### src/shared/scsfe_pkg.sv
// Constants and types for the disk command front end
package scsfe_pkg;
  // Operation codes
  localparam logic [7:0] OP_TEST_READY   = 8'h00;
  localparam logic [7:0] OP_REZERO       = 8'h01;
  localparam logic [7:0] OP_REQ_SENSE    = 8'h03;
  localparam logic [7:0] OP_READ         = 8'h08;
  localparam logic [7:0] OP_READ_EXT     = 8'h28;
  localparam logic [7:0] OP_READ_BUFFER  = 8'h3C;
  // Data direction codes
  localparam logic [1:0] DIR_NONE = 2'h0;
  localparam logic [1:0] DIR_IN   = 2'h1;
  localparam logic [1:0] DIR_OUT  = 2'h2;
  // Status byte bit positions
  localparam int ST_CHECK_BIT  = 1;
  localparam int ST_BUSY_BIT   = 3;
  localparam int ST_CONFLT_BIT = 4;
  // Sense error codes and keys
  localparam logic [7:0] ERR_NONE         = 8'h00;
  localparam logic [7:0] ERR_NO_SEEK      = 8'h02;
  localparam logic [7:0] ERR_WRITE_FAULT  = 8'h03;
  localparam logic [7:0] ERR_NOT_READY    = 8'h04;
  localparam logic [7:0] ERR_BAD_ARG      = 8'h24;
  localparam logic [7:0] ERR_IFACE        = 8'h4C;
  localparam logic [3:0] KEY_NONE         = 4'h0;
  localparam logic [3:0] KEY_NOT_READY    = 4'h2;
  localparam logic [3:0] KEY_HW           = 4'h4;
  localparam logic [3:0] KEY_ILLEGAL      = 4'h5;
  // Highest accepted logical unit
  localparam logic [2:0] LUN_MAX = 3'h1;
  // Rezero timeout in clock cycles
  localparam int unsigned REZERO_TIMEOUT_MS = 2000;
  localparam int unsigned CLK_HZ = 10000000;
  localparam int unsigned REZERO_TIMEOUT_CYC = REZERO_TIMEOUT_MS * (CLK_HZ / 1000);
  // Sector layout defaults, in bytes
  localparam logic [7:0] DEF_CHECK_BYTES = 8'h04;
  localparam logic [7:0] ADDR_FIELD_LEN  = 8'h04;
  localparam logic [7:0] SPEED_GAP_LEN   = 8'h08;
  // Command sequencer states
  typedef enum logic [4:0] {
    CS_IDLE   = 5'b00001,
    CS_DECODE = 5'b00010,
    CS_SEEK   = 5'b00100,
    CS_WAIT   = 5'b01000,
    CS_DONE   = 5'b10000
  } scsfe_cmd_e;
  // Sector framer states
  typedef enum logic [4:0] {
    FS_IDLE = 5'b00001,
    FS_GAP  = 5'b00010,
    FS_SYNC = 5'b00100,
    FS_ADDR = 5'b01000,
    FS_DATA = 5'b10000
  } scsfe_frm_e;
endpackage

### src/rtl/scsfe_front_end.sv
// Command front end and sector framer of the disk controller
`timescale 1ns/10ps
`default_nettype none
module scsfe_front_end
  import scsfe_pkg::*;
#(
  parameter int unsigned REZERO_TIMEOUT = REZERO_TIMEOUT_CYC
) (
  input  wire logic        clock,          // System clock, 10 MHz
  input  wire logic        rst_n,          // Asynchronous reset, active low
  input  wire logic        cmd_valid,      // Command block present
  output logic             cmd_ready,      // Front end can take a command
  input  wire logic [7:0]  cmd_opcode,     // Operation code byte
  input  wire logic [2:0]  cmd_lun,        // Logical unit number
  output logic             status_valid,   // Completion status pulse
  output logic [7:0]       status_byte,    // Completion status byte
  output logic [1:0]       cmd_dir,        // Data direction of command
  output logic             xfer_start,     // Data phase request pulse
  output logic             bus_connected,  // Held on bus while executing
  output logic [7:0]       sense_code,     // Recorded error code
  output logic [3:0]       sense_key,      // Recorded sense key
  input  wire logic [1:0]  drv_ready,      // Drive ready per unit
  input  wire logic [1:0]  drv_fault,      // Drive write fault per unit
  input  wire logic [1:0]  drv_busy,       // Drive busy per unit
  input  wire logic [1:0]  drv_reserved,   // Reserved to other initiator
  input  wire logic        iface_err,      // Serial interface error
  output logic             seek_zero,      // Rezero request pulse
  input  wire logic        seek_done,      // Drive seek complete pulse
  input  wire logic        fixed_sector,   // Fixed-sector mode, else soft
  input  wire logic        use_sector_pulse, // In fixed mode, sectors from sector pulses, else from the index pulse
  input  wire logic        index_pulse,    // Drive index pulse
  input  wire logic        byte_clock,     // Drive byte clock strobe
  input  wire logic        drv_sector,     // Drive sector pulse
  input  wire logic        addr_mark,      // Address mark found
  input  wire logic [7:0]  cfg_preamble,   // Preamble bytes from drive config
  input  wire logic [7:0]  cfg_gap,        // Gap bytes from drive config
  input  wire logic        cfg_ref_unlocked, // Reference clock not speed locked
  input  wire logic [7:0]  cfg_check_bytes,  // Check bytes per field, 0 = default
  input  wire logic [15:0] data_bytes,     // Data field byte count
  output logic             sector_pulse,   // Internal sector pulse
  output logic [1:0]       frame_field,    // 0 gap,1 sync,2 addr,3 data
  output logic             id_field_active // Four-byte block address field
);

  // Decode opcode into direction; bit 2 flags a supported code
  function automatic logic [2:0] op_decode(input logic [7:0] op);
    unique case (op)
      OP_TEST_READY, OP_REZERO:             op_decode = {1'b1, DIR_NONE};
      OP_REQ_SENSE, OP_READ, OP_READ_EXT,
      OP_READ_BUFFER:                       op_decode = {1'b1, DIR_IN};
      default:                              op_decode = {1'b0, DIR_NONE};
    endcase
  endfunction

  scsfe_cmd_e  cs_q, cs_d;
  logic [7:0]  op_q, op_d;
  logic        unit_q, unit_d;
  logic [7:0]  st_q, st_d;
  logic        stv_q, stv_d;
  logic [1:0]  dir_q, dir_d;
  logic        xs_q, xs_d;
  logic        sz_q, sz_d;
  logic [7:0]  sc_q, sc_d;
  logic [3:0]  sk_q, sk_d;
  logic [31:0] to_q, to_d;
  logic [2:0]  dec;

  // Command sequencer next state
  always_comb begin
    cs_d   = cs_q;
    op_d   = op_q;
    unit_d = unit_q;
    st_d   = st_q;
    stv_d  = 1'b0;
    dir_d  = dir_q;
    xs_d   = 1'b0;
    sz_d   = 1'b0;
    sc_d   = sc_q;
    sk_d   = sk_q;
    to_d   = to_q;
    dec    = op_decode(op_q);
    unique case (cs_q)
      CS_IDLE: begin
        if (cmd_valid) begin
          op_d   = cmd_opcode;
          unit_d = cmd_lun[0];
          cs_d   = CS_DECODE;
          // Sense survives only into a directly following request sense
          if (cmd_opcode != OP_REQ_SENSE) begin
            sc_d = ERR_NONE;
            sk_d = KEY_NONE;
          end
        end
      end
      CS_DECODE: begin
        st_d  = 8'h00;
        dir_d = dec[1:0];
        cs_d  = CS_DONE;
        if (!dec[2]) begin
          st_d[ST_CHECK_BIT] = 1'b1;
          sc_d = ERR_BAD_ARG;
          sk_d = KEY_ILLEGAL;
        end else if (cmd_lun > LUN_MAX) begin
          st_d[ST_CHECK_BIT] = 1'b1;
          sc_d = ERR_BAD_ARG;
          sk_d = KEY_ILLEGAL;
        end else if (op_q == OP_REQ_SENSE) begin
          xs_d = 1'b1;
        end else if (drv_reserved[unit_q]) begin
          st_d[ST_BUSY_BIT]   = 1'b1;
          st_d[ST_CONFLT_BIT] = 1'b1;
        end else if (drv_busy[unit_q]) begin
          st_d[ST_BUSY_BIT] = 1'b1;
        end else if (iface_err || drv_fault[unit_q] || !drv_ready[unit_q]) begin
          st_d[ST_CHECK_BIT] = 1'b1;
          // Sense code and key recorded together
          if (iface_err) begin
            sc_d = ERR_IFACE;
            sk_d = KEY_HW;
          end else if (drv_fault[unit_q]) begin
            sc_d = ERR_WRITE_FAULT;
            sk_d = KEY_HW;
          end else begin
            sc_d = ERR_NOT_READY;
            sk_d = KEY_NOT_READY;
          end
        end else if (op_q == OP_REZERO) begin
          sz_d = 1'b1;
          to_d = 32'h0;
          cs_d = CS_SEEK;
        end else if (op_q != OP_TEST_READY) begin
          xs_d = 1'b1;
        end
        // Test ready: status stays zero when ready, no wait state
      end
      CS_SEEK: begin
        cs_d = CS_WAIT;
      end
      CS_WAIT: begin
        // Status held back until the actuator reaches track zero or REZERO_TIMEOUT cycles pass
        to_d = to_q + 32'h1;
        if (seek_done) begin
          cs_d = CS_DONE;
        end else if (to_q >= REZERO_TIMEOUT - 1) begin
          st_d[ST_CHECK_BIT] = 1'b1;
          sc_d = ERR_NO_SEEK;
          sk_d = KEY_HW;
          cs_d = CS_DONE;
        end
      end
      CS_DONE: begin
        stv_d = 1'b1;
        cs_d  = CS_IDLE;
      end
      default: cs_d = CS_IDLE;
    endcase
  end

  // Command sequencer registers
  always_ff @(posedge clock or negedge rst_n) begin
    if (!rst_n) begin
      cs_q   <= CS_IDLE;
      op_q   <= 8'h00;
      unit_q <= 1'b0;
      st_q   <= 8'h00;
      stv_q  <= 1'b0;
      dir_q  <= DIR_NONE;
      xs_q   <= 1'b0;
      sz_q   <= 1'b0;
      sc_q   <= ERR_NONE;
      sk_q   <= KEY_NONE;
      to_q   <= 32'h0;
    end else begin
      cs_q   <= cs_d;
      op_q   <= op_d;
      unit_q <= unit_d;
      st_q   <= st_d;
      stv_q  <= stv_d;
      dir_q  <= dir_d;
      xs_q   <= xs_d;
      sz_q   <= sz_d;
      sc_q   <= sc_d;
      sk_q   <= sk_d;
      to_q   <= to_d;
    end
  end

  // Status pulse is still part of the command; host stays on the bus
  assign cmd_ready     = (cs_q == CS_IDLE) && !stv_q;
  assign bus_connected = (cs_q != CS_IDLE) || stv_q;
  assign status_valid  = stv_q;
  assign status_byte   = st_q & 8'h1A;
  assign cmd_dir       = dir_q;
  assign xfer_start    = xs_q;
  assign seek_zero     = sz_q;
  assign sense_code    = sc_q;
  assign sense_key     = sk_q;

  // Sector framer
  scsfe_frm_e  fs_q, fs_d;
  logic [15:0] cnt_q, cnt_d;
  logic        sp_q, sp_d;
  logic        prev_q, prev_d;
  logic        src, bstep, start;
  logic [7:0]  chk;
  logic [15:0] gap_len, addr_len;

  // Field lengths; counts are minimums except the exact address field
  always_comb begin
    src      = use_sector_pulse ? drv_sector : index_pulse;
    chk      = (cfg_check_bytes == 8'h00) ? DEF_CHECK_BYTES : cfg_check_bytes;
    gap_len  = {8'h00, cfg_gap} + (cfg_ref_unlocked ? {8'h00, SPEED_GAP_LEN} : 16'h0);
    addr_len = {8'h00, ADDR_FIELD_LEN} + {8'h00, chk};
    bstep    = fixed_sector ? byte_clock : 1'b1;
    start    = fixed_sector ? (src && !prev_q) : addr_mark;
  end

  // Framer next state
  always_comb begin
    fs_d   = fs_q;
    cnt_d  = cnt_q;
    prev_d = src;
    sp_d   = fixed_sector && use_sector_pulse && drv_sector && !prev_q;
    if (start) begin
      fs_d  = fixed_sector ? FS_GAP : FS_ADDR;
      cnt_d = 16'h0;
    end else if (bstep) begin
      cnt_d = cnt_q + 16'h1;
      unique case (fs_q)
        FS_IDLE: cnt_d = 16'h0;
        // Compare count plus one so a zero length cannot wrap to all ones
        FS_GAP: if (cnt_q + 16'h1 >= gap_len) begin
          fs_d  = FS_SYNC;
          cnt_d = 16'h0;
        end
        FS_SYNC: if (cnt_q + 16'h1 >= {8'h00, cfg_preamble}) begin
          fs_d  = FS_ADDR;
          cnt_d = 16'h0;
        end
        FS_ADDR: if (cnt_q == addr_len - 16'h1) begin
          fs_d  = FS_DATA;
          cnt_d = 16'h0;
        end
        FS_DATA: if (cnt_q >= data_bytes + {8'h00, chk} - 16'h1) begin
          fs_d  = FS_IDLE;
          cnt_d = 16'h0;
        end
        default: fs_d = FS_IDLE;
      endcase
    end
  end

  // Framer registers
  always_ff @(posedge clock or negedge rst_n) begin
    if (!rst_n) begin
      fs_q   <= FS_IDLE;
      cnt_q  <= 16'h0;
      sp_q   <= 1'b0;
      prev_q <= 1'b0;
    end else begin
      fs_q   <= fs_d;
      cnt_q  <= cnt_d;
      sp_q   <= sp_d;
      prev_q <= prev_d;
    end
  end

  assign sector_pulse    = sp_q;
  assign frame_field     = (fs_q == FS_SYNC) ? 2'h1 :
                           (fs_q == FS_ADDR) ? 2'h2 :
                           (fs_q == FS_DATA) ? 2'h3 : 2'h0;
  assign id_field_active = (fs_q == FS_ADDR) && (cnt_q < {8'h00, ADDR_FIELD_LEN});
endmodule
`default_nettype wire

### config.mk
export PLATFORM = sky130hd
export DESIGN_NAME = scsfe_front_end
export DESIGN_NICKNAME = d
export VERILOG_FILES = /design/src/shared/scsfe_pkg.sv /design/src/rtl/scsfe_front_end.sv
export SDC_FILE = /design/constraint.sdc
export NUM_CORES = 1
export LEC_CHECK = 0
export BUFFER_PORTS_ARGS = -buffer_cell sky130_fd_sc_hd__buf_2
export CAP_MARGIN = 20
export CORE_ASPECT_RATIO = 1.75
export CORE_UTILIZATION = 25
export CTS_CLUSTER_SIZE = 20
export DETAILED_ROUTE_END_ITERATION = 8
export PLACE_DENSITY_LB_ADDON = 0.2
export SYNTH_ARGS = -nofsm -noshare
export SYNTH_HDL_FRONTEND = slang
export SYNTH_SLANG_ARGS = --single-unit
### constraint.sdc
create_clock -name clock -period 7.7 [get_ports clock]
set_clock_uncertainty 0.2 [all_clocks]
set_input_delay 1.155 -clock clock [delete_from_list [all_inputs] [get_ports clock]]
set_output_delay 1.155 -clock clock [all_outputs]
set_load 0.02 [all_outputs]
Yosys cells after proc, flatten, opt, wreduce, memory -nomap -nowiden
Cells that the tools add are included.
{"block": "word_totals", "reg_bits": 89, "latchBits": 0, "ram_bits": 0, "romBits": 0, "in_bits": 71, "output_inout_bits": 31, "wordCells": 205, "n_memories": 0}
{"block": "op_classes", "n_addsub": 7, "multipliers": 0, "div_mod_pow": 0, "n_lt_le_gt_ge": 7, "n_eq_ne": 39, "n_shift": 0, "n_mux": 110, "bitwise": 0, "reduce_logical": 26}
{"op": "32-bit two-way mux", "n": 7}
{"op": "16-bit two-way mux", "n": 6}
{"op": "8-bit two-way mux", "n": 11}
{"op": "5-bit two-way mux", "n": 16}
{"op": "16-bit one-hot mux with 5 select lines", "n": 1}
{"op": "32-bit one-hot mux with 2 select lines", "n": 1}
{"op": "4-bit two-way mux", "n": 12}
{"op": "1-bit two-way mux", "n": 40}
{"op": "32-bit by 1-bit adder with 32-bit output (second input constant)", "n": 1}
{"op": "32-bit by 25-bit greater-or-equal comparator with 1-bit output (second input constant)", "n": 1}
{"op": "5-bit one-hot mux with 5 select lines", "n": 1}
{"op": "2-bit inequality test (second input constant)", "n": 12}
{"op": "8-bit one-hot mux with 3 select lines", "n": 1}
{"op": "5-bit one-hot mux with 4 select lines", "n": 1}
{"op": "16-bit by 1-bit adder with 16-bit output (second input constant)", "n": 1}
{"op": "16-bit by 8-bit adder with 16-bit output", "n": 1}
{"op": "16-bit == test", "n": 1}
{"op": "8-bit by 6-bit == test with 1-bit output (second input constant)", "n": 2}
{"op": "16-bit greater-or-equal comparator", "n": 1}
{"op": "16-bit by 8-bit greater-or-equal comparator with 1-bit output", "n": 1}
{"op": "16-bit by 9-bit greater-or-equal comparator with 1-bit output", "n": 1}
{"op": "8-bit zero test", "n": 2}
{"op": "16-bit by 3-bit less-than comparator with 1-bit output (second input constant)", "n": 1}
{"op": "4-bit inequality test (second input constant)", "n": 4}
{"op": "36 further kinds", "n": 63}

Logic depth before layout (Yosys ltp)
Gate-level depths: netlist of run 1.
{"block": "depth", "ltp_word": 11, "ltp_mapped": 26, "mapped_depth_nobuf": 25}

Worst setup path before layout of run 1
OpenSTA, ideal clock, no wires.
{"block": "synth_path", "path_kind": "input port to flip-flop", "start": "input port cfg_check_bytes[0]", "end": "register cnt_q[12]", "setup_time_ns": 0.069, "arrival_time_ns": 5.627, "required_ns": 7.431, "path_slack_ns": 1.805, "cell_stages": 23, "path_buffers": 0, "cell_sequence": "inv_1 -> ha_1 -> nor4b_1 -> nand4_1 -> nor2b_1 -> ha_1 -> inv_1 -> fa_1 -> a21o_1 -> a21oi_1 -> o21a_1 -> nor2_1 -> a21oi_1 -> xor2_1 -> ha_1 -> a21o_1 -> a211o_1 -> a211oi_1 -> o21ai_0 -> a21oi_1 -> nor4_1 -> or4_1 -> nand3_1"}
{"block": "synth_via", "elab_chain_cells": 9, "elab_cells_between_ends": 13, "cone_classes": "4 x add/sub; 1 x order compare; 1 x eq/ne; 6 x mux; 1 x reduce/logical"}
{"element": "from (decl)", "line": "scsfe_front_end.sv:38", "text": "input wire logic [7:0] cfg_check_bytes,"}
{"element": "8-bit zero test", "line": "scsfe_front_end.sv:211", "text": "chk = (cfg_check_bytes == 8'h00) ? DEF_CHECK_BYTES : cfg_check_bytes;"}
{"element": "8-bit two-way mux *", "line": "scsfe_front_end.sv:211"}
{"element": "16-bit by 8-bit adder with 16-bit output / 3-bit by 8-bit adder with 9-bit output (equally long branches)", "line": "scsfe_front_end.sv:244, scsfe_front_end.sv:213"}
{"element": "16-bit by 1-bit subtractor with 16-bit output / 9-bit by 1-bit subtractor with 10-bit output (equally long branches)", "line": "scsfe_front_end.sv:244, scsfe_front_end.sv:240"}
{"element": "16-bit greater-or-equal comparator / 16-bit == test (equally long branches)", "line": "scsfe_front_end.sv:244, scsfe_front_end.sv:240"}
{"element": "16-bit two-way mux, on equally long branches", "line": "scsfe_front_end.sv:244, scsfe_front_end.sv:240"}
{"element": "16-bit one-hot mux with 5 select lines *", "line": "scsfe_front_end.sv:229", "text": "unique case (fs_q)"}
{"element": "16-bit two-way mux *", "line": "scsfe_front_end.sv:227", "text": "end else if (bstep) begin"}
{"element": "16-bit two-way mux *", "line": "scsfe_front_end.sv:224", "text": "if (start) begin"}
{"element": "to (signal assigned)", "line": "scsfe_front_end.sv:262", "text": "cnt_q <= cnt_d;"}
{"element": "to (decl)", "line": "scsfe_front_end.sv:201", "text": "logic [15:0] cnt_q, cnt_d;"}
Mark *: on every way between the ends. The rest lies on a longest branch, timed or not. The select of a mux whose other input is x is not followed.
A chain may end at the register's enable or synchronous reset.

Worst setup path in the final report of run 1
{"block": "layout_path", "start": "input port cfg_check_bytes[0]", "end": "register cnt_q[9]"}
Same word-level chain as after synthesis.

==> out/metrics.yaml, run 1 <==
synth:
  avgSynthCellArea_um2: 8.646
  synthAdderAreaFrac_pct: 11.60
  ys_seq_area_share_pct: 30.79
  synthXorXnorAreaFrac_pct: 8.282
  synth-simple-area-share_pct: 24.20
  synthMuxAreaShare_pct: 1.871
  synthTopCellsByArea: "dfrtp_1, ha_1, nand2_1, xnor2_1, inv_1"
  synth_area_mm2: 0.006753
  synthFlopType: "dfrtp_1"
  synth_edf_count: 0
  synth_cell_types: 87
  synth-compound-area-share_pct: 15.99
  yosysTopAreaCell: "dfrtp_1"
  synth_warnings: 0
  syn_inst: 781
  synth_top_family_by_area: "simple AND/OR/NAND/NOR gates"
  yosysTopAreaCellShare_pct: 30.02
  async_flop_share_pct: 100.0
  ys_ff_latch: 83
finish:
  multiInputGateArea_mm2: 0.004219
  utilization_pct: 29.26
  final_area_mm2: 0.007781
  finalNetCount: 993
  syn_to_final_growth_pct: 15.23
  seqCellArea_mm2: 0.002079
  layout-drive-gt1-share_pct: 17.69
  insertedDiodeCount: 0
  n_fill_cell: 2868
critical_path:
  cp.required_ns: 7.74
  arrival_ns: 6.50
  cp.depth: 26
  critPathSlowestCell: "nor4_4"
  crit_type: "in -> reg"
  end_kind: "flip-flop"
  worst-r2r-cell-count: 14
  worstReg2RegStart: "cnt_q[0]"
  startpoint_type: "primary input"
  rr_endpoint: "cnt_q[9]"
  crit_buf_inv: 4
  crit_end: "cnt_q[9]"
  slowest_delay_ns: 0.61
  startpoint: "cfg_check_bytes[0]"
  worstPathMaxFanout: 10
  crit_family: "compound AO/OA/AOI/OAI gates"
  rrSetupSlack_ns: 3.27
  cpMostUsedCell: "a21oi_1"
global_routing:
  grt_usage_pct: 14.29
  grt_pass1_wl_mm: 30.31
  grt_max_degree: 47
  grt_overflow: 0
  antenna_found_initial: 1
  grt_pass1_vias: 5901
clocking:
  tritoncts: "built"
  clockBufferDepth: 2
  cts_hold_buf: 0
  path_clk_slew_ns: 0.07
  root_buffer: "clkbuf_16"
  clkLatencyLatePin_ns: 0.35
  cts_resized: 0
  cts_setup_buffers: 0
  clock-sinks: 83
  cts_buffers: 9
  cts_max_level: 3
drt:
  maxUsedRoutingLayer: "met4"
  drt_first_pass_iters: 4
  wl_met3_um: 392
  wire_per_inst_um: 15.80
  antenna_left: 0
  dr_total_vias: 5792
  totalWireLength_mm: 18.79
  wl_met1_mm: 6.762
  wl_met2_mm: 11.22
  drtIter0Drc: 159
  drc: 0
  vias_per_cell: 4.871
sta:
  grt_setup_unrepaired: "no"
  fin_setup_tns_ns: 0
  post-route-period-util_pct: 83.89
  slew_headroom_pct: 30.64
  setup_viol: 0
  finalCriticalPeriod_ns: 6.459
  fmax_mhz: 154.8
  timing.final.hold_violations: 0
  drv_slew: 0
  tightest_slew_ns: 1.037
floorplan:
  dieHeight_um: 219.4
  core_mm2: 0.02659
  die_w_um: 126.2
  initial_utilization_pct: 25.40
  io_pins: 102
  rows: 79
  die-area_mm2: 0.02770
placed_design:
  dp_hpwl_mm: 15.07
  io_buffers: 92
  place.gp.congestion: 0.7986
  postPlaceCellArea_mm2: 0.007463
power_and_ir_drop:
  peakVddDrop_mv: 0.1193
  power_density_mw_per_mm2: 217.1
  finalPower_mw: 1.689
  p_leak_nw: 3.791
hold_path:
  min-delay-path-class: "reg -> reg"
outcome:
  outcome: "finished clean"
job:
  maxCapViolCount: 0
-- cells in the final DEF (no fill, tap or decap), types with 8 or more instances in the layout --
master,count
buf_2,91
dfrtp_1,81
nand2_1,77
inv_1,71
nor2_1,67
ha_1,61
a21oi_1,34
nand3_1,33
xnor2_1,32
xor2_1,30
o21ai_0,30
nor3_1,19
and3_1,13
a21o_1,13
nor4_1,11
nand4_1,10
nand2b_1,10
or3_1,9
conb_1,9
clkbuf_16,9
a211oi_1,8
or2_2,8
-- per-stage QoR --
stage	std cells	hold WS (ns)	worst slack, ns
2_1_floorplan	789	0.1996	1.805
3_3_place_gp	1172	0.2276	0.9871
3_5_place_dp	1172	0.2166	0.9167
4_1_cts	1188	0.2398	1.227
5_1_grt	1189	0.2692	0.8916
6_report	1189	0.2357	1.241
-- sequential cells by signal (all words and copies together), names as in the netlist, 2 cells and up --
register / flops
sense_key: 2
fs_q: 5
cs_q: 5
to_q: 32
op_q: 8
sense_code: 5
cnt_q: 16
st_q: 3
-- synth_stat cells (all sizes together), types with 4 or more instances --
library cell	instances
dfrtp	81
nand2	78
inv	71
nor2	69
ha	61
a21oi	36
nand3	33
o21ai	33
xnor2	32
xor2	31
buf	21
nor3	20
clkbuf	16
nor4	14
a21o	13
and3	13
nand4	12
nand2b	10
a211oi	9
or3	9
a31oi	8
or2	8
a22o	7
mux2i	7
nand3b	6
mux2	5
o2111ai	5
and4	4
nor2b	4
nor3b	4
o31ai	4
or4	4
-- cell families (layout without fill, tap and decap cells) --
| group | after synthesis | in the layout |
|---|---|---|
| AO/OA/AOI/OAI | 150 | 150 |
| XOR/XNOR | 63 | 63 |
| adder cells (fa/ha/maj) | 62 | 62 |
| buffers and inverters | 108 | 184 |
| flip-flops | 83 | 83 |
| multiplexers | 12 | 12 |
| other | 1 | 9 |
| AND/OR/NAND/NOR | 302 | 302 |
-- layer usage --
layer / vias up / track usage [%]
met3: 24 / 1.902
li1: 2893 / -
met2: 97 / 30.66
met4: 0 / 5.341
met5: - / 0
met1: 2778 / 13.09
-- power breakdown --
part	switching, mW	internal (mW)
combinational	0.389	0.260
clock	0.194	0.270
sequential	0.0792	0.497
-- final cells by class --
cell class / count / share of cell area, %
clock buffers: 11 / 3.248
clock inverters: 5 / 0.7718
inverters: 71 / 3.425
multi-input cells: 598 / 54.22
flip-flops and latches: 83 / 26.72
well taps: 324 / 5.210
repair buffers: 97 / 6.400
-- how the worst min path moves through the flow --
stage,from,to,slack (ns),cells after the start
3_3_place_gp,prev_q,sector_pulse,0.23,1
4_1_cts,prev_q,sector_pulse,0.24,1
2_1_floorplan,prev_q,sector_pulse,0.20,1
3_5_place_dp,prev_q,sector_pulse,0.22,1
5_1_grt,prev_q,sector_pulse,0.27,1
6_report,prev_q,sector_pulse,0.24,1
Power figures use the tool's default switching activity.
==> run 2: changes to the inputs <==
==> constraint.sdc (replaced) <==
create_clock -name clock -period 6.4 [get_ports clock]
set_clock_uncertainty 0.2 [all_clocks]
set_input_delay 0.96 -clock clock [delete_from_list [all_inputs] [get_ports clock]]
set_output_delay 0.96 -clock clock [all_outputs]
set_load 0.02 [all_outputs]
==> run 2 against run 1 <==
Effect of this change: final cell count rose by 0.76%; sequential power rose by 20%; utilization rose by 0.30 points; routed wire length fell by 0.27%; hold slack got worse by 0.0073 ns; die area did not move; flip-flop and latch count did not move; register-to-register slack got worse by 1.2 ns; critical path depth rose by 1; non-clock buffer count rose by 9; power rose by 23%; global-route usage rose by 0.23 points; highest routed layer unchanged.
==> out/metrics.yaml, run 2 (synthesis results as in run 1) <==
critical_path:
  cp.required_ns: 6.44  # was 7.74 ns
  crit_type: "in -> reg"  # unchanged
  startpoint_type: "primary input"  # unchanged
  rrSetupSlack_ns: 2.03  # was 3.27 ns
  worstPathMaxFanout: 8  # was 10
  end_kind: "flip-flop"  # unchanged
  arrival_ns: 5.94  # was 6.50 ns
drt:
  antenna_left: 0  # unchanged
  drc: 0  # unchanged
  drtIter0Drc: 171  # was 159
  totalWireLength_mm: 18.73  # was 18.79 mm
  drt_first_pass_iters: 4  # unchanged
  wire_per_inst_um: 15.64  # was 15.80 µm
  dr_total_vias: 5847  # was 5792
  vias_per_cell: 4.881  # was 4.871
sta:
  tightest_slew_ns: 1.015  # was 1.037 ns
  finalCriticalPeriod_ns: 5.902
  timing.final.hold_violations: 0  # unchanged
  slew_headroom_pct: 32.11  # was 30.64%
  setup_viol: 0  # unchanged
  drv_slew: 0  # unchanged
  fmax_mhz: 169.4
  fin_setup_tns_ns: 0  # unchanged
  grt_setup_unrepaired: "no"  # unchanged
  post-route-period-util_pct: 92.22
  setup_slack_ns: 0.4978  # was 1.241 ns
finish:
  layout_common_cells: "buf_2, dfrtp_1, nand2_1, inv_1, nor2_1"  # unchanged
  finalNetCount: 1002  # was 993
  top_regs: "to_q x32, cnt_q x16, op_q x8"  # unchanged
  seqCellArea_mm2: 0.002079  # unchanged
  layout-drive-gt1-share_pct: 18.76  # was 17.69%
  insertedDiodeCount: 0  # unchanged
  top_register: "to_q"  # unchanged
  layout_commonest_cell: "buf_2"  # unchanged
  largest_reg_flops: 32  # unchanged
  syn_to_final_growth_pct: 16.42  # was 15.23%
  multiInputGateArea_mm2: 0.004229  # was 0.004219 mm²
  n_fill_cell: 2845  # was 2868
clocking:
  cts_buffers: 9  # unchanged
  clock-sinks: 83  # unchanged
  root_buffer: "clkbuf_16"  # unchanged
  clockBufferDepth: 2  # unchanged
  cts_max_level: 3  # unchanged
  path_clk_slew_ns: 0.06  # was 0.07 ns
  clkLatencyLatePin_ns: 0.36  # was 0.35 ns
  tritoncts: "built"  # unchanged
  cts_hold_buf: 0  # unchanged
global_routing:
  grt_pass1_vias: 6147  # was 5901
  antenna_found_initial: 1  # unchanged
  grt_pass1_wl_mm: 31.00  # was 30.31 mm
  grt_max_degree: 64  # was 47
  grt_usage_pct: 14.52  # was 14.29%
  grt_overflow: 0  # unchanged
floorplan:
  die_w_um: 126.2  # unchanged
  rows: 79  # unchanged
  die-area_mm2: 0.02770  # unchanged
  dieHeight_um: 219.4  # unchanged
  io_pins: 102  # unchanged
  core_mm2: 0.02659  # unchanged
  initial_utilization_pct: 25.40  # unchanged
placed_design:
  place.gp.congestion: 0.8242  # was 0.7986
  io_buffers: 92  # unchanged
  post-place-ws_ns: 0.05627  # was 0.9167 ns
  dp_hpwl_mm: 15.05  # was 15.07 mm
outcome:
  outcome: "finished clean"  # unchanged
power_and_ir_drop:
  power_density_mw_per_mm2: 264.2  # was 217.1 mW/mm²
  peakVddDrop_mv: 0.1600  # was 0.1193 mV
  p_leak_nw: 3.836  # was 3.791 nW
hold_path:
  min-delay-path-class: "reg -> reg"  # unchanged
job:
  maxCapViolCount: 0  # unchanged
-- run 2: worst max-delay path, cell delays in order --
cell	delay, ns
buf_2	0.11
inv_1	0.10
ha_1	0.15
nor4b_1	0.23
nand4_1	0.16
nor2b_1	0.16
ha_1	0.27
inv_1	0.06
fa_1	0.46
a21o_1	0.21
a21oi_2	0.22
o21a_1	0.18
o31a_1	0.18
a21oi_1	0.10
a21o_1	0.18
a21oi_1	0.17
xnor2_1	0.09
ha_1	0.34
nand3_1	0.09
a211oi_1	0.21
o221a_2	0.22
a21oi_1	0.16
buf_4	0.20
nor4_4	0.23
buf_4	0.19
nor2_1	0.05
a221o_1	0.26
-- run 2: final timing paths --
path                                     from      endpoint  cells past startpoint
min                                    prev_q  sector_pulse                      1
min in group asynchronous               rst_n        unit_q                      1
max                        cfg_check_bytes[1]       fs_q[2]                     27
min reg2reg                            prev_q  sector_pulse                      1
max reg2reg                          cnt_q[0]     cnt_q[11]                     14
max in group asynchronous               rst_n        prev_q                      2
-- run 2: where the power goes --
group / switching, mW / leakage [nW] / internal [mW]
combinational: 0.473 / 2.62 / 0.345
sequential: 0.0967 / 1.07 / 0.597
clock: 0.239 / 0.152 / 0.326
-- run 2: routing by layer --
metal | wire length, µm | up-vias | global-route usage [%] | part of all wire (%)
met5 | 0 | - | 0 | 0
met4 | 442 | 0 | 6.627 | 2.4
met3 | 401 | 24 | 1.560 | 2.1
met2 | 11250 | 97 | 30.90 | 60
met1 | 6643 | 2809 | 13.27 | 35
li1 | - | 2917 | - | -
-- run 2: what timing repair did --
item / 4_1_cts / 5_1_grt
setup endpoints to repair: 0 / 3
setup buffers: 0 / 1
resized for setup: 0 / 2
-- run 2: metrics by stage --
stage          total power [mW]  hold slack, ns  area [µm²]  instances  util, %
2_1_floorplan             1.276          0.1996        6783        789        -
3_3_place_gp              1.512          0.2206        7531       1181    28.32
3_5_place_dp              1.518          0.2207        7531       1181    28.32
4_1_cts                   2.101          0.2306        7844       1197    29.50
5_1_grt                   2.230          0.2537        7861       1198    29.57
6_report                  2.077          0.2284        7861       1198    29.57
-- run 2: layout make-up --
cell class	instances	area share, %
Multi-Input combinational cell	598	53.80
Sequential cell	83	26.45
Timing Repair Buffer	106	7.226
Tap cell	324	5.157
Inverter	71	3.390
Clock buffer	11	3.215
Clock inverter	5	0.7640
